### config.mk
export PLATFORM = sky130hd
export DESIGN_NAME = sebp_pins
export DESIGN_NICKNAME = d
export VERILOG_FILES = /design/src/design/sebp_pkg.sv /design/src/design/sebp_pins.sv
export SDC_FILE = /design/constraint.sdc
export NUM_CORES = 1
export LEC_CHECK = 0
export BUFFER_PORTS_ARGS = -buffer_cell sky130_fd_sc_hd__buf_2
export CAP_MARGIN = 25
export CORE_AREA = 2 2 208 210
export CTS_CLUSTER_DIAMETER = 80
export DETAILED_ROUTE_END_ITERATION = 7
export DIE_AREA = 0 0 210 212
export MAX_ROUTING_LAYER = met4
export PLACE_DENSITY_LB_ADDON = 0.08
export RECOVER_POWER = 100
export SYNTH_ARGS = -nofsm -noshare
export SYNTH_HDL_FRONTEND = slang
export SYNTH_SLANG_ARGS = --single-unit
### constraint.sdc
create_clock -name sys_clk_i -period 2.8 [get_ports sys_clk_i]
set_input_delay 0.56 -clock sys_clk_i [delete_from_list [all_inputs] [get_ports sys_clk_i]]
set_output_delay 0.56 -clock sys_clk_i [all_outputs]
set_load 0.05 [all_outputs]
### src/design/sebp_pkg.sv
/*
 * package for the shared external bus pin block: widths, owner codes,
 * static bus width codes and the user-side request carriers.
 * assumes nothing of its surroundings.
 */
package sebp_pkg;
    localparam int ADDR_W = 20;
    localparam int DATA_W = 64;
    localparam int CFG_DATA_W = 16;
    localparam int SDRAM_ADDR_LO = 5;
    localparam int SDRAM_ADDR_W = ADDR_W - SDRAM_ADDR_LO;
    localparam int CFG_W = ADDR_W + CFG_DATA_W;

    // static bus width per accessed channel
    localparam logic [1:0] SBW_32 = 2'h0;
    localparam logic [1:0] SBW_16 = 2'h1;
    localparam logic [1:0] SBW_8 = 2'h2;

    // address shift applied for each width (byte address to pin)
    localparam int SHIFT_32 = 2;
    localparam int SHIFT_16 = 1;
    localparam int SHIFT_8 = 0;

    localparam logic ISOLATE = 1'b1;
    localparam logic CONNECT = 1'b0;

    typedef enum logic [2:0] {
        OWN_NONE = 3'h1,
        OWN_DRAM = 3'h2,
        OWN_STAT = 3'h4
    } sebp_owner_t;

    typedef struct packed {
        logic req;
        logic [SDRAM_ADDR_W-1:0] addr;
        logic wr;
        logic [DATA_W-1:0] wdata;
    } sebp_dram_req_t;

    typedef struct packed {
        logic req;
        logic [1:0] width;
        logic [ADDR_W+1:0] addr;
        logic wr;
        logic [DATA_W-1:0] wdata;
    } sebp_stat_req_t;

    typedef struct packed {
        logic [ADDR_W-1:0] addr;
        logic [CFG_DATA_W-1:0] data;
    } sebp_boot_cfg_t;
endpackage

### src/design/sebp_pins.sv
/*
 * shared external bus pin control: steers the address and data pins to
 * the dram controller or the static bus controller, catches boot
 * configuration during reset and drives the isolation output.
 * assumes both controllers request through plain structs, never both at
 * once; dram wins if they do. pin wires are resolved by the testbench.
 */
`timescale 1ns/1ps

// Functional notes
// route 20-bit address and 64-bit data to dram or static controller.
// address pins stay inputs during reset, driven after release.
// address pins are sampled as boot configuration while reset holds.
// data pins 15:0 are sampled as boot configuration while reset holds.
// pins chosen by configuration take configured state even in reset.
// dram cycles drive only address pins 19 down to 5.
// static bus address mapping follows the channel data bus width.
// isolation output high separates, low connects non-dram devices.
// external buffers open or close following the isolation output.
// connect only for static bus accesses; isolate in reset and dram.
module sebp_pins (
    input wire logic sys_clk_i,
    input wire logic sys_rst_i,
    input wire sebp_pkg::sebp_dram_req_t dram_req_i,
    input wire sebp_pkg::sebp_stat_req_t stat_req_i,
    output logic [sebp_pkg::DATA_W-1:0] rdata_o,
    output sebp_pkg::sebp_boot_cfg_t boot_cfg_o,
    output sebp_pkg::sebp_owner_t owner_o,
    input wire logic [sebp_pkg::ADDR_W-1:0] addr_pin_i,
    output logic [sebp_pkg::ADDR_W-1:0] addr_pin_o,
    output logic [sebp_pkg::ADDR_W-1:0] addr_pin_oe_o,
    input wire logic [sebp_pkg::DATA_W-1:0] data_pin_i,
    output logic [sebp_pkg::DATA_W-1:0] data_pin_o,
    output logic [sebp_pkg::DATA_W-1:0] data_pin_oe_o,
    output logic bus_isolate_n_o
);
    import sebp_pkg::*;

    function automatic logic [ADDR_W-1:0] stat_map(input logic [1:0] w,
                                                   input logic [ADDR_W+1:0] a);
        logic [ADDR_W+1:0] s;
        s = a;
        unique case (w)
            SBW_32: s = a >> SHIFT_32;
            SBW_16: s = a >> SHIFT_16;
            SBW_8: s = a >> SHIFT_8;
            default: s = a >> SHIFT_32;
        endcase
        return s[ADDR_W-1:0];
    endfunction

    sebp_owner_t own_d;
    logic [ADDR_W-1:0] addr_d;
    logic [ADDR_W-1:0] aoe_d;
    logic [DATA_W-1:0] data_d;
    logic [DATA_W-1:0] doe_d;
    logic iso_d;

    wire dram_sel = dram_req_i.req;
    wire stat_sel = stat_req_i.req & ~dram_req_i.req;

    // owner select, R6: dram uses upper address bits only
    wire [ADDR_W-1:0] dram_addr = {dram_req_i.addr, {SDRAM_ADDR_LO{1'b0}}};
    wire [ADDR_W-1:0] dram_aoe = {{SDRAM_ADDR_W{1'b1}}, {SDRAM_ADDR_LO{1'b0}}};
    // width dependent mapping
    wire [ADDR_W-1:0] stat_addr = stat_map(stat_req_i.width, stat_req_i.addr);

    always_comb begin
        own_d = OWN_NONE;
        addr_d = '0;
        aoe_d = '1;
        data_d = '0;
        doe_d = '0;
        // isolated unless a static access
        iso_d = ISOLATE;
        if (dram_sel) begin
            own_d = OWN_DRAM;
            addr_d = dram_addr;
            aoe_d = dram_aoe;
            data_d = dram_req_i.wdata;
            doe_d = {DATA_W{dram_req_i.wr}};
        end else if (stat_sel) begin
            own_d = OWN_STAT;
            addr_d = stat_addr;
            data_d = stat_req_i.wdata;
            doe_d = {DATA_W{stat_req_i.wr}};
            // connect non-dram devices
            iso_d = CONNECT;
        end
    end

    // async reset forces inputs; enables rise after release
    always_ff @(posedge sys_clk_i or posedge sys_rst_i) begin
        if (sys_rst_i) begin
            addr_pin_oe_o <= '0;
            addr_pin_o <= '0;
            data_pin_oe_o <= '0;
            data_pin_o <= '0;
            owner_o <= OWN_NONE;
            // isolation takes its state during reset too
            bus_isolate_n_o <= ISOLATE;
        end else begin
            addr_pin_oe_o <= aoe_d;
            addr_pin_o <= addr_d;
            data_pin_oe_o <= doe_d;
            data_pin_o <= data_d;
            owner_o <= own_d;
            bus_isolate_n_o <= iso_d;
        end
    end

    // R4: sample straps on every clock while reset holds
    always_ff @(posedge sys_clk_i) begin
        if (sys_rst_i) begin
            boot_cfg_o.addr <= addr_pin_i;
            boot_cfg_o.data <= data_pin_i[CFG_DATA_W-1:0];
        end
        rdata_o <= data_pin_i;
    end
endmodule

==> results of run 1 <==
## through the flow
stage	instances	total power, mW	hold WS [ps]	cell area (um2)
2_1_floorplan	448	4.427	587.7	6540
3_3_place_gp	1424	4.887	662.6	9205
3_5_place_dp	1424	4.874	663.6	9205
4_1_cts	1456	7.489	97.75	9792
5_1_grt	1457	7.593	103.7	9413
6_report	1458	7.225	165.2	9415
## path summary, 6_finish.rpt
kind                       depth (start not counted)                 to  slack [ps]
min                                                1        rdata_o[41]         170
max in group asynchronous                          3     data_pin_o[56]         540
max                                                2  data_pin_oe_o[30]         490
min in group asynchronous                          3     data_pin_o[13]        1290
## logic make-up (layout without fill, tap and decap cells)
| family | Yosys count | count (layout) | synth area share |
|---|---|---|---|
| fa+ha+maj | 2 | 2 | 0.003828 |
| flops | 191 | 191 | 0.7102 |
| other cells | 1 | 3 | 0.0005737 |
| simple gates | 42 | 42 | 0.03426 |
| compound gates | 100 | 100 | 0.1311 |
| buf+inv | 112 | 574 | 0.1200 |
## where the power goes
part | switching, mW | total, mW | internal [mW] | leakage, nW
Combinational | 1.33 | 1.66 | 0.331 | 1.78
Sequential | 0.0542 | 3.06 | 3.01 | 2.02
Clock | 1.29 | 2.50 | 1.21 | 0.291
## cell type report
type                            instances  share of cell area
Antenna cell                            2           0.0005316
Multi-Input combinational cell        145              0.1171
Sequential cell                       191              0.4930
Clock buffer                           18             0.04664
Inverter                                5            0.002126
Clock inverter                         14             0.01568
Timing Repair Buffer                  537              0.2524
Tap cell                              546             0.07256
## per-layer routing
layer  share of wire  up-vias  GRT usage
li1                -     2420          -
met1            0.38     2437     0.1159
met2            0.52      236     0.1893
met3           0.085       18    0.05480
met4           0.014        0    0.04231
met5               0        -          -
## cells in the mapped netlist (all sizes together)
cell type  instances  area (um2)
a221oi            20       175.2
a22o              65       569.3
buf              104       754.5
clkbuf             3       11.26
conb               1       3.750
dfrtp             89        2227
dfstp              2       52.55
dfxtp             64        1281
edfxtp            36        1081
ha                 2       25.02
inv                5       18.76
nand2             15       56.30
nand2b             1       13.76
nor2               1       3.750
nor2b             20       125.1
nor3               5       25.02
o31ai             15       112.6
## registers in the layout, summed over array words and instances, names as in the netlist
signal	cells
addr_pin_oe_o	2
owner_o	3
data_pin_oe_o	1
rdata_o	64
addr_pin_o	20
bus_isolate_n_o	1
boot_cfg_o	36
data_pin_o	64
==> results by group, run 1 <==
Route
  • DR DRC count: 0
  • DR iter-0 viols: 126
  • Vias/cell: 3.505
  • Final wirelength: 25140 um
  • Routed Antenna Nets: 0
  • DR WL/cell: 17.24 um
  • TritonRoute pass-1 iters: 4
  • Vias: 5111

Synth
  • Synthesized area: between 6000 and 7000 um2
  • Synth warnings: 0
  • Post-Synthesis Cells: 448
  • Share of the yosys chip area belonging to registers: 0.7102
  • Syn Nets: between 700 and 800
  • Avg Cell Area, Syn: 14.59 um2
  • Synth unique cells: 20
  • Synth Register Bits: 191

CTS
  • Clk root buf: clkbuf_16
  • Cts bufs inserted: 17
  • CTS clk-pin slew, worst paths: 80 ps
  • # hold bufs at CTS: 0
  • Post-CTS Setup Bufs: 0
  • Clock sink count: 191
  • TritonCTS clock tree: yes
  • Gates resized, CTS repair: 0
  • Clock Path Buffers: 2
  • Htree depth: 4

Cells and area
  • Layout cell share with drive strength beyond 1: 0.3176
  • Fillcell total: roughly 4800
  • Area of the multi-input gates: 1102 um2
  • Area added between synthesis and finish: 44.05%
  • NumNets Final: 1156
  • Most common cell after layout, fill and taps aside: clkbuf_1
  • Reg area: around 4600 um2
  • Fin util: 0.2215
  • Most frequent cells in the layout: clkbuf_1, buf_2, dfrtp_1

Critical path
  • Critical path's top delay family: buffers and inverters
  • Crit path launch type: register
  • CP cell instances: buf_4 > clkbuf_1
  • Worst Setup End Kind: output pin
  • Crit path kind: reg2out
  • Crit Path Max Fanout: 64
  • Buf+Inv Stages, Crit Path: 2
  • Slowest-stage cell, CP: clkbuf_1
  • Worst EP required: roughly 2200 ps
  • Worst path max stage delay: 520 ps
  • WP data arrival: roughly 1800 ps
  • Worst Setup SP: data_pin_oe_o[62]

Global routing
  • Largest net degree at the start of global routing: 84
  • GRT Util Overall: 0.1135
  • Global-route wire length before repair: between 30000 and 40000 um
  • GR Overflow Total: 0
  • Initial antenna violation count: 1
  • Vias in the first global route: 5007

Place
  • Routability Congestion: 0.7295
  • Buffers on Ports: 528
  • Post-detail-place hpwl: 18900 um
  • Place WS: 819.0 ps

Power
  • Power Density: 767.4 nW/um2
  • Peak VDD IR: 0.2940 mV
  • Leakage: a little over 4 nW

Floorplanning
  • Initial core utilization: 0.1538
  • Die area: between 40000 and 50000 um2
  • Die span in y: 212 um
  • Core area: about 43000 um2
  • Die width: roughly 210 um
  • Cell Rows: 76
  • Io pins: 529

Timing
  • F_max: approximately 430 MHz
  • RSZ-0062 raised after global routing: false
  • Tcrit/Tclk final: 0.8236
  • Post-layout min period: 2306 ps
  • Final setup vio count: 0
  • Final Hold Fails: 0
  • Max transition margin: -0.4787
  • Final Max Slew Viols: 122
  • Worst-Margin Slew: 2218 ps
  • Worst setup margin: roughly 490 ps
  • Setup tns final: 0 ps

Worst hold path
  • Hold_sp: data_pin_i[41]
  • Worst min path class: in2reg

Outcome
  • Status: complete, but fails checks
  • Failing checks: max-capacitance violations, max-slew violations

Flow run
  • Max-Cap Viols: 2
Note: power is estimated with default switching activity, not from simulation.
==> inputs of run 2 (changes only) <==
- clock period: 2.8 -> 2.1 ns (I/O delays scaled with it)
==> run 2 against run 1 <==
  * The run still ends with max-capacitance violations, max-slew violations left
  * Clock-buffer cell count up 4
  * Setup slack worse by 300 ps
  * Flip-flop and latch count unchanged
  * Worst hold slack worse by 89 ps
  * Utilization up 1.7 points
  * Combinational power up 40%
  * Critical endpoint is now data_pin_oe_o[7]
  * Largest cell class unchanged
  * Largest power group unchanged
==> results by group, run 2 (synthesis gave the netlist of run 1 again) <==
Outcome
  • Status: complete, but fails checks (unchanged)
  • Failing checks: max-capacitance violations, max-slew violations (unchanged)

Power
  • Combinational share of power: 0.238 (was 0.229)
  • Sequential power share: 0.416 (was 0.424)
  • Leakage: 4.621 nW (was 4.098 nW)
  • Power Density: 965.9 nW/um2 (was 767.4 nW/um2)
  • Peak VDD IR: 0.4146 mV (was 0.2940 mV)
  • Sw Ratio: 0.3561 (was 0.3702)
  • Cell Int Power: 6.317 mW (was 4.550 mW)
  • Clk pwr share: 0.346 (was 0.347)
  • Switching pwr: 3.493 mW (was 2.675 mW)

CTS
  • Cts bufs inserted: 17 (unchanged)
  • TritonCTS clock tree: yes (unchanged)
  • Post-CTS Setup Bufs: 0 (unchanged)
  • Clk root buf: clkbuf_16 (unchanged)
  • Clock sink count: 191 (unchanged)
  • Clock Path Buffers: 2 (unchanged)
  • CTS clk-pin slew, worst paths: 70 ps (was 80 ps)
  • Htree depth: 4 (unchanged)

Timing
  • Final Max Slew Viols: 84 (was 122)
  • Worst-Margin Slew: 1748 ps (was 2218 ps)
  • Hold slack: 76.30 ps (was 165.2 ps)
  • Final Hold Fails: 0 (unchanged)
  • Max transition margin: -0.1651 (was -0.4787)
  • Final setup vio count: 0 (unchanged)
  • F_max: 525.4 MHz
  • Setup tns final: 0 ps (unchanged)
  • Post-layout min period: 1903 ps
  • RSZ-0062 raised after global routing: false (unchanged)
  • Tcrit/Tclk final: 0.9063

Critical path
  • Crit path kind: reg2out (unchanged)
  • Slowest-stage cell, CP: dfrtp_2 (was clkbuf_1)
  • CP cell instances: buf_6 > clkbuf_2 (was buf_4 > clkbuf_1)
  • WP data arrival: 1480 ps (was 1750 ps)
  • Crit Path Max Fanout: 64 (unchanged)
  • Worst Setup End Kind: output pin (unchanged)
  • Worst path max stage delay: 350 ps (was 520 ps)
  • Worst EP required: 1680 ps (was 2240 ps)
  • Crit path launch type: register (unchanged)

Global routing
  • GRT Util Overall: 0.1156 (was 0.1135)
  • Largest net degree at the start of global routing: 84 (unchanged)
  • Vias in the first global route: 5342 (was 5007)
  • Initial antenna violation count: 1 (unchanged)
  • GR Overflow Total: 0 (unchanged)
  • Global-route wire length before repair: 35400 um (was 34290 um)

Floorplanning
  • Initial core utilization: 0.1538 (unchanged)
  • Io pins: 529 (unchanged)
  • Die width: 210 um (unchanged)
  • Die area: 44520 um2 (unchanged)
  • Core area: 42510 um2 (unchanged)
  • Cell Rows: 76 (unchanged)
  • Die span in y: 212 um (unchanged)

Cells and area
  • NumNets Final: 1219 (was 1156)
  • Most frequent cells in the layout: buf_2, clkbuf_1, dfrtp_1 (was clkbuf_1, buf_2, dfrtp_1)
  • Fillcell total: 4660 (was 4792)
  • Layout cell share with drive strength beyond 1: 0.3796 (was 0.3176)
  • Largest registers: data_pin_o: 64 flops, rdata_o: 64 flops, boot_cfg_o: 36 flops (unchanged)
  • Area added between synthesis and finish: 55.38% (was 44.05%)
  • Reg area: 4643 um2 (was 4642 um2)
  • Most common cell after layout, fill and taps aside: buf_2 (was clkbuf_1)
  • Final Cell Area: 10160 um2 (was 9415 um2)
  • ANT cells: 0 (was 2)
  • Area of the multi-input gates: 1102 um2 (unchanged)

Place
  • Placed inst area: 9236 um2 (was 9205 um2)
  • Buffers on Ports: 528 (unchanged)
  • Routability Congestion: 0.7528 (was 0.7295)
  • Post-detail-place hpwl: 18970 um (was 18900 um)

Route
  • DR iter-0 viols: 263 (was 126)
  • TritonRoute pass-1 iters: 4 (unchanged)
  • Final wirelength: 25320 um (was 25140 um)
  • Vias/cell: 3.549 (was 3.505)
  • DR WL/cell: 16.68 um (was 17.24 um)
  • Routed Antenna Nets: 0 (unchanged)
  • Vias: 5388 (was 5111)
  • DR DRC count: 0 (unchanged)

Flow run
  • Max-Cap Viols: 1 (was 2)

Worst hold path
  • Hold Path Sink: rdata_o[8] (was rdata_o[41])
  • Worst min path class: in2reg (unchanged)
  • Hold Crit Depth: 1 (unchanged)
  • Hold_sp: data_pin_i[8] (was data_pin_i[41])
run 2: cell count changes in the layout (fill, tap and decap cells not counted), moves of 2 or more:
cell	change
clkbuf_1	-78
clkbuf_16	+3
clkinv_8	-2
inv_8	-2
clkinv_4	-2
inv_4	+3
buf_2	+23
dlygate4sd3_1	+61
clkbuf_2	+58
clkinv_2	-2
diode_2	-2
run 2: cell type report:
| type | instances | area share |
|---|---|---|
| clock buffer | 22 | 0.05002 |
| inverter | 5 | 0.001971 |
| sequential | 191 | 0.4572 |
| tap | 546 | 0.06727 |
| timing repair buffer | 600 | 0.3068 |
| clock inverter | 9 | 0.008254 |
| multi-input combinational | 145 | 0.1085 |
run 2: repair_timing:
item                                    CTS  global route
endpoints found under the setup margin    0            64
gates resized for setup                   0             1
hold endpoints to repair                 61             0
hold buffers                             61             0
run 2: per-layer routing:
| layer | routed length, um | track usage | vias to the layer above |
|---|---|---|---|
| li1 | - | - | 2545 |
| met1 | 10070 | 0.1273 | 2576 |
| met2 | 13010 | 0.1890 | 240 |
| met3 | 1741 | 0.04446 | 27 |
| met4 | 502 | 0.04573 | 0 |
| met5 | 0 | - | - |
run 2: power by group through the flow:
stage          Combinational [mW]  Clock [mW]  Sequential, mW
3_3_place_gp                 2.36           0            4.16
4_1_cts                      2.45        3.61            4.08
5_1_grt                      2.46        3.75            4.11
3_5_place_dp                 2.35           0            4.15
2_1_floorplan               0.821           0            5.08
6_report                     2.33        3.39            4.08
run 2: worst max path at each step:
stage	start	endpoint	slack (ps)	cells past startpoint
floorplan	data_pin_oe_o[62]	data_pin_oe_o[10]	350	1
global placement	stat_req_i[88]	addr_pin_o[9]	310	6
detailed placement	stat_req_i[88]	addr_pin_o[11]	280	6
CTS	data_pin_oe_o[62]	data_pin_oe_o[3]	80	2
global route	data_pin_oe_o[62]	data_pin_oe_o[18]	50	2
finish	data_pin_oe_o[62]	data_pin_oe_o[7]	200	2
run 2: critical path: cells and delay by family (launching register included):
family / cells / cell delay (ps)
DFF: 1 / 350
buffers and inverters: 2 / 630
run 2: per-stage QoR:
step	utilization	total power [mW]	instances	setup slack [ps]
floorplan	-	5.897	448	346.5
global placement	0.2173	6.521	1426	314.1
detailed placement	0.2173	6.508	1426	284.4
CTS	0.2456	10.14	1518	76.41
global route	0.2389	10.31	1518	49.41
finish	0.2389	9.810	1518	196.7
==> inputs of run 3 (changes only) <==
- CORE_AREA: 2 2 208 210 -> 2 2 204 206
- DIE_AREA: 0 0 210 212 -> 0 0 206 208
==> run 3 against run 2 <==
  * The run still ends with max-capacitance violations, max-slew violations left
  * Non-clock buffer count fell by 61
  * Utilization fell by 0.33 points
  * Setup slack improved by 6.0 ps
  * First-iteration DRC count fell by 41%
  * Maximum frequency rose by 0.32%
  * Clock-buffer cell count fell by 4
  * Global-route usage rose by 1.4 points
  * Clock power barely moved
  * Sequential share of layout area rose by 2.9 points
  * Wire length rose by 9.8%
  * Critical path type unchanged
  * Highest routed layer unchanged
==> results by group, run 3 (synthesis gave the netlist of run 1 again) <==
Global routing
  • Vias in the first global route: 5150 (was 5342)
  • Initial antenna violation count: 10 (was 1)
  • GR Overflow Total: 0 (unchanged)
  • Global-route wire length before repair: 37680 um (was 35400 um)
  • Largest net degree at the start of global routing: 84 (unchanged)
  • GRT Util Overall: 0.1292 (was 0.1156)

Cells and area
  • Area added between synthesis and finish: 46.21% (was 55.38%)
  • Fillcell total: 4497 (was 4660)
  • Area of the multi-input gates: 1102 um2 (unchanged)
  • Reg area: 4643 um2 (unchanged)
  • Largest registers: data_pin_o: 64 flops, rdata_o: 64 flops, boot_cfg_o: 36 flops (unchanged)
  • Most frequent cells in the layout: buf_2, clkbuf_1, dfrtp_1 (unchanged)
  • Fin util: 0.2357 (was 0.2389)
  • Layout cell share with drive strength beyond 1: 0.4101 (was 0.3796)
  • NumNets Final: 1158 (was 1219)
  • Final Cell Area: 9557 um2 (was 10160 um2)
  • Most common cell after layout, fill and taps aside: buf_2 (unchanged)

Flow run
  • Max-Cap Viols: 1 (unchanged)

CTS
  • TritonCTS clock tree: yes (unchanged)
  • CTS clk-pin slew, worst paths: 80 ps (was 70 ps)
  • Htree depth: 4 (unchanged)
  • Post-CTS Setup Bufs: 0 (unchanged)
  • Clk root buf: clkbuf_16 (unchanged)
  • Cts bufs inserted: 17 (unchanged)
  • Clock sink count: 191 (unchanged)
  • Clock Path Buffers: 2 (unchanged)
  • # hold bufs at CTS: 0 (was 61)
  • Gates resized, CTS repair: 0 (unchanged)

Route
  • Vias: 5205 (was 5388)
  • TritonRoute pass-1 iters: 4 (unchanged)
  • DR DRC count: 0 (unchanged)
  • Routed Antenna Nets: 0 (unchanged)
  • Vias/cell: 3.585 (was 3.549)
  • Final wirelength: 27800 um (was 25320 um)
  • DR iter-0 viols: 154 (was 263)
  • DR WL/cell: 19.15 um (was 16.68 um)

Place
  • Buffers on Ports: 528 (unchanged)
  • Routability Congestion: 0.7640 (was 0.7528)
  • Placed inst area: 9231 um2 (was 9236 um2)
  • Post-detail-place hpwl: 21730 um (was 18970 um)

Floorplanning
  • Io pins: 529 (unchanged)
  • Initial core utilization: 0.1612 (was 0.1538)
  • Die width: 206 um (was 210 um)
  • Core area: 40550 um2 (was 42510 um2)
  • Cell Rows: 74 (was 76)
  • Die span in y: 208 um (was 212 um)
  • Die area: 42850 um2 (was 44520 um2)

Outcome
  • Status: complete, but fails checks (unchanged)
  • Failing checks: max-capacitance violations, max-slew violations (unchanged)

Timing
  • Final setup vio count: 0 (unchanged)
  • F_max: 527.1 MHz (was 525.4 MHz)
  • RSZ-0062 raised after global routing: false (unchanged)
  • Worst-Margin Slew: 1783 ps (was 1748 ps)
  • Hold slack: 50.77 ps (was 76.30 ps)
  • Post-layout min period: 1897 ps (was 1903 ps)
  • Tcrit/Tclk final: 0.9035 (was 0.9063)
  • Final Max Slew Viols: 84 (unchanged)
  • Final Hold Fails: 0 (unchanged)
  • Setup tns final: 0 ps (unchanged)
  • Max transition margin: -0.1889 (was -0.1651)

Power
  • Pwr Total: 9.695 mW (was 9.810 mW)
  • Leakage: 4.366 nW (was 4.621 nW)
  • Power Density: 1014 nW/um2 (was 965.9 nW/um2)
  • Peak VDD IR: 0.5392 mV (was 0.4146 mV)

Critical path
  • Crit path kind: reg2out (unchanged)
  • Crit Path Max Fanout: 1 (was 64)
  • Crit path launch type: register (unchanged)
  • Worst EP required: 1680 ps (about the same)
  • CP cell instances: clkbuf_1 (was buf_6 > clkbuf_2)
  • Worst Setup End Kind: output pin (unchanged)
  • Slowest-stage cell, CP: dfstp_2 (was dfrtp_2)
  • Critical path's top delay family: flip-flops (was buffers and inverters)
  • Buf+Inv Stages, Crit Path: 1 (was 2)
  • WP data arrival: 1480 ps (about the same)
  • Worst path max stage delay: 520 ps (was 350 ps)

Worst hold path
  • Worst min path class: in2reg (unchanged)
  • Hold Crit Depth: 1 (unchanged)
  • Hold Path Sink: rdata_o[31] (was rdata_o[8])
  • Hold_sp: data_pin_i[31] (was data_pin_i[8])
run 3: worst max-delay path by stage:
stage | to | cells after the start | start
after floorplan | data_pin_oe_o[10] | 1 | data_pin_oe_o[62]
after global routing | data_pin_oe_o[24] | 2 | data_pin_oe_o[62]
after detailed placement | addr_pin_o[11] | 5 | stat_req_i[87]
after global placement | addr_pin_o[19] | 5 | stat_req_i[87]
after CTS | data_pin_oe_o[4] | 2 | data_pin_oe_o[62]
final | bus_isolate_n_o | 1 | bus_isolate_n_o
run 3: area by class of cell:
cell class / count / area share
Sequential cell: 191 / 0.4859
Timing Repair Buffer: 539 / 0.2620
Multi-Input combinational cell: 145 / 0.1153
Tap cell: 532 / 0.06965
Clock buffer: 18 / 0.04595
Clock inverter: 14 / 0.01702
Inverter: 5 / 0.002095
Antenna cell: 8 / 0.002095
run 3: per-stage QoR:
stage | std cells | setup WS, ps
2_1_floorplan | 448 | 346.5
3_3_place_gp | 1412 | 295.4
3_5_place_dp | 1412 | 247.0
4_1_cts | 1444 | 102.8
5_1_grt | 1452 | 58.87
6_report | 1452 | 202.7
run 3: report_power, final:
group	internal, mW	switching [mW]	leakage [nW]
Clock	1.64	1.71	0.296
Sequential	4.01	0.0684	2.02
Combinational	0.474	1.79	2.05
run 3: per-layer routing:
layer | share of wire | vias to the layer above | global-route usage
met1 | 0.36 | 2512 | 0.1303
met2 | 0.55 | 245 | 0.2327
met4 | 0.015 | 0 | 0.04655
met3 | 0.072 | 21 | 0.03994
li1 | - | 2427 | -
met5 | 0 | - | -
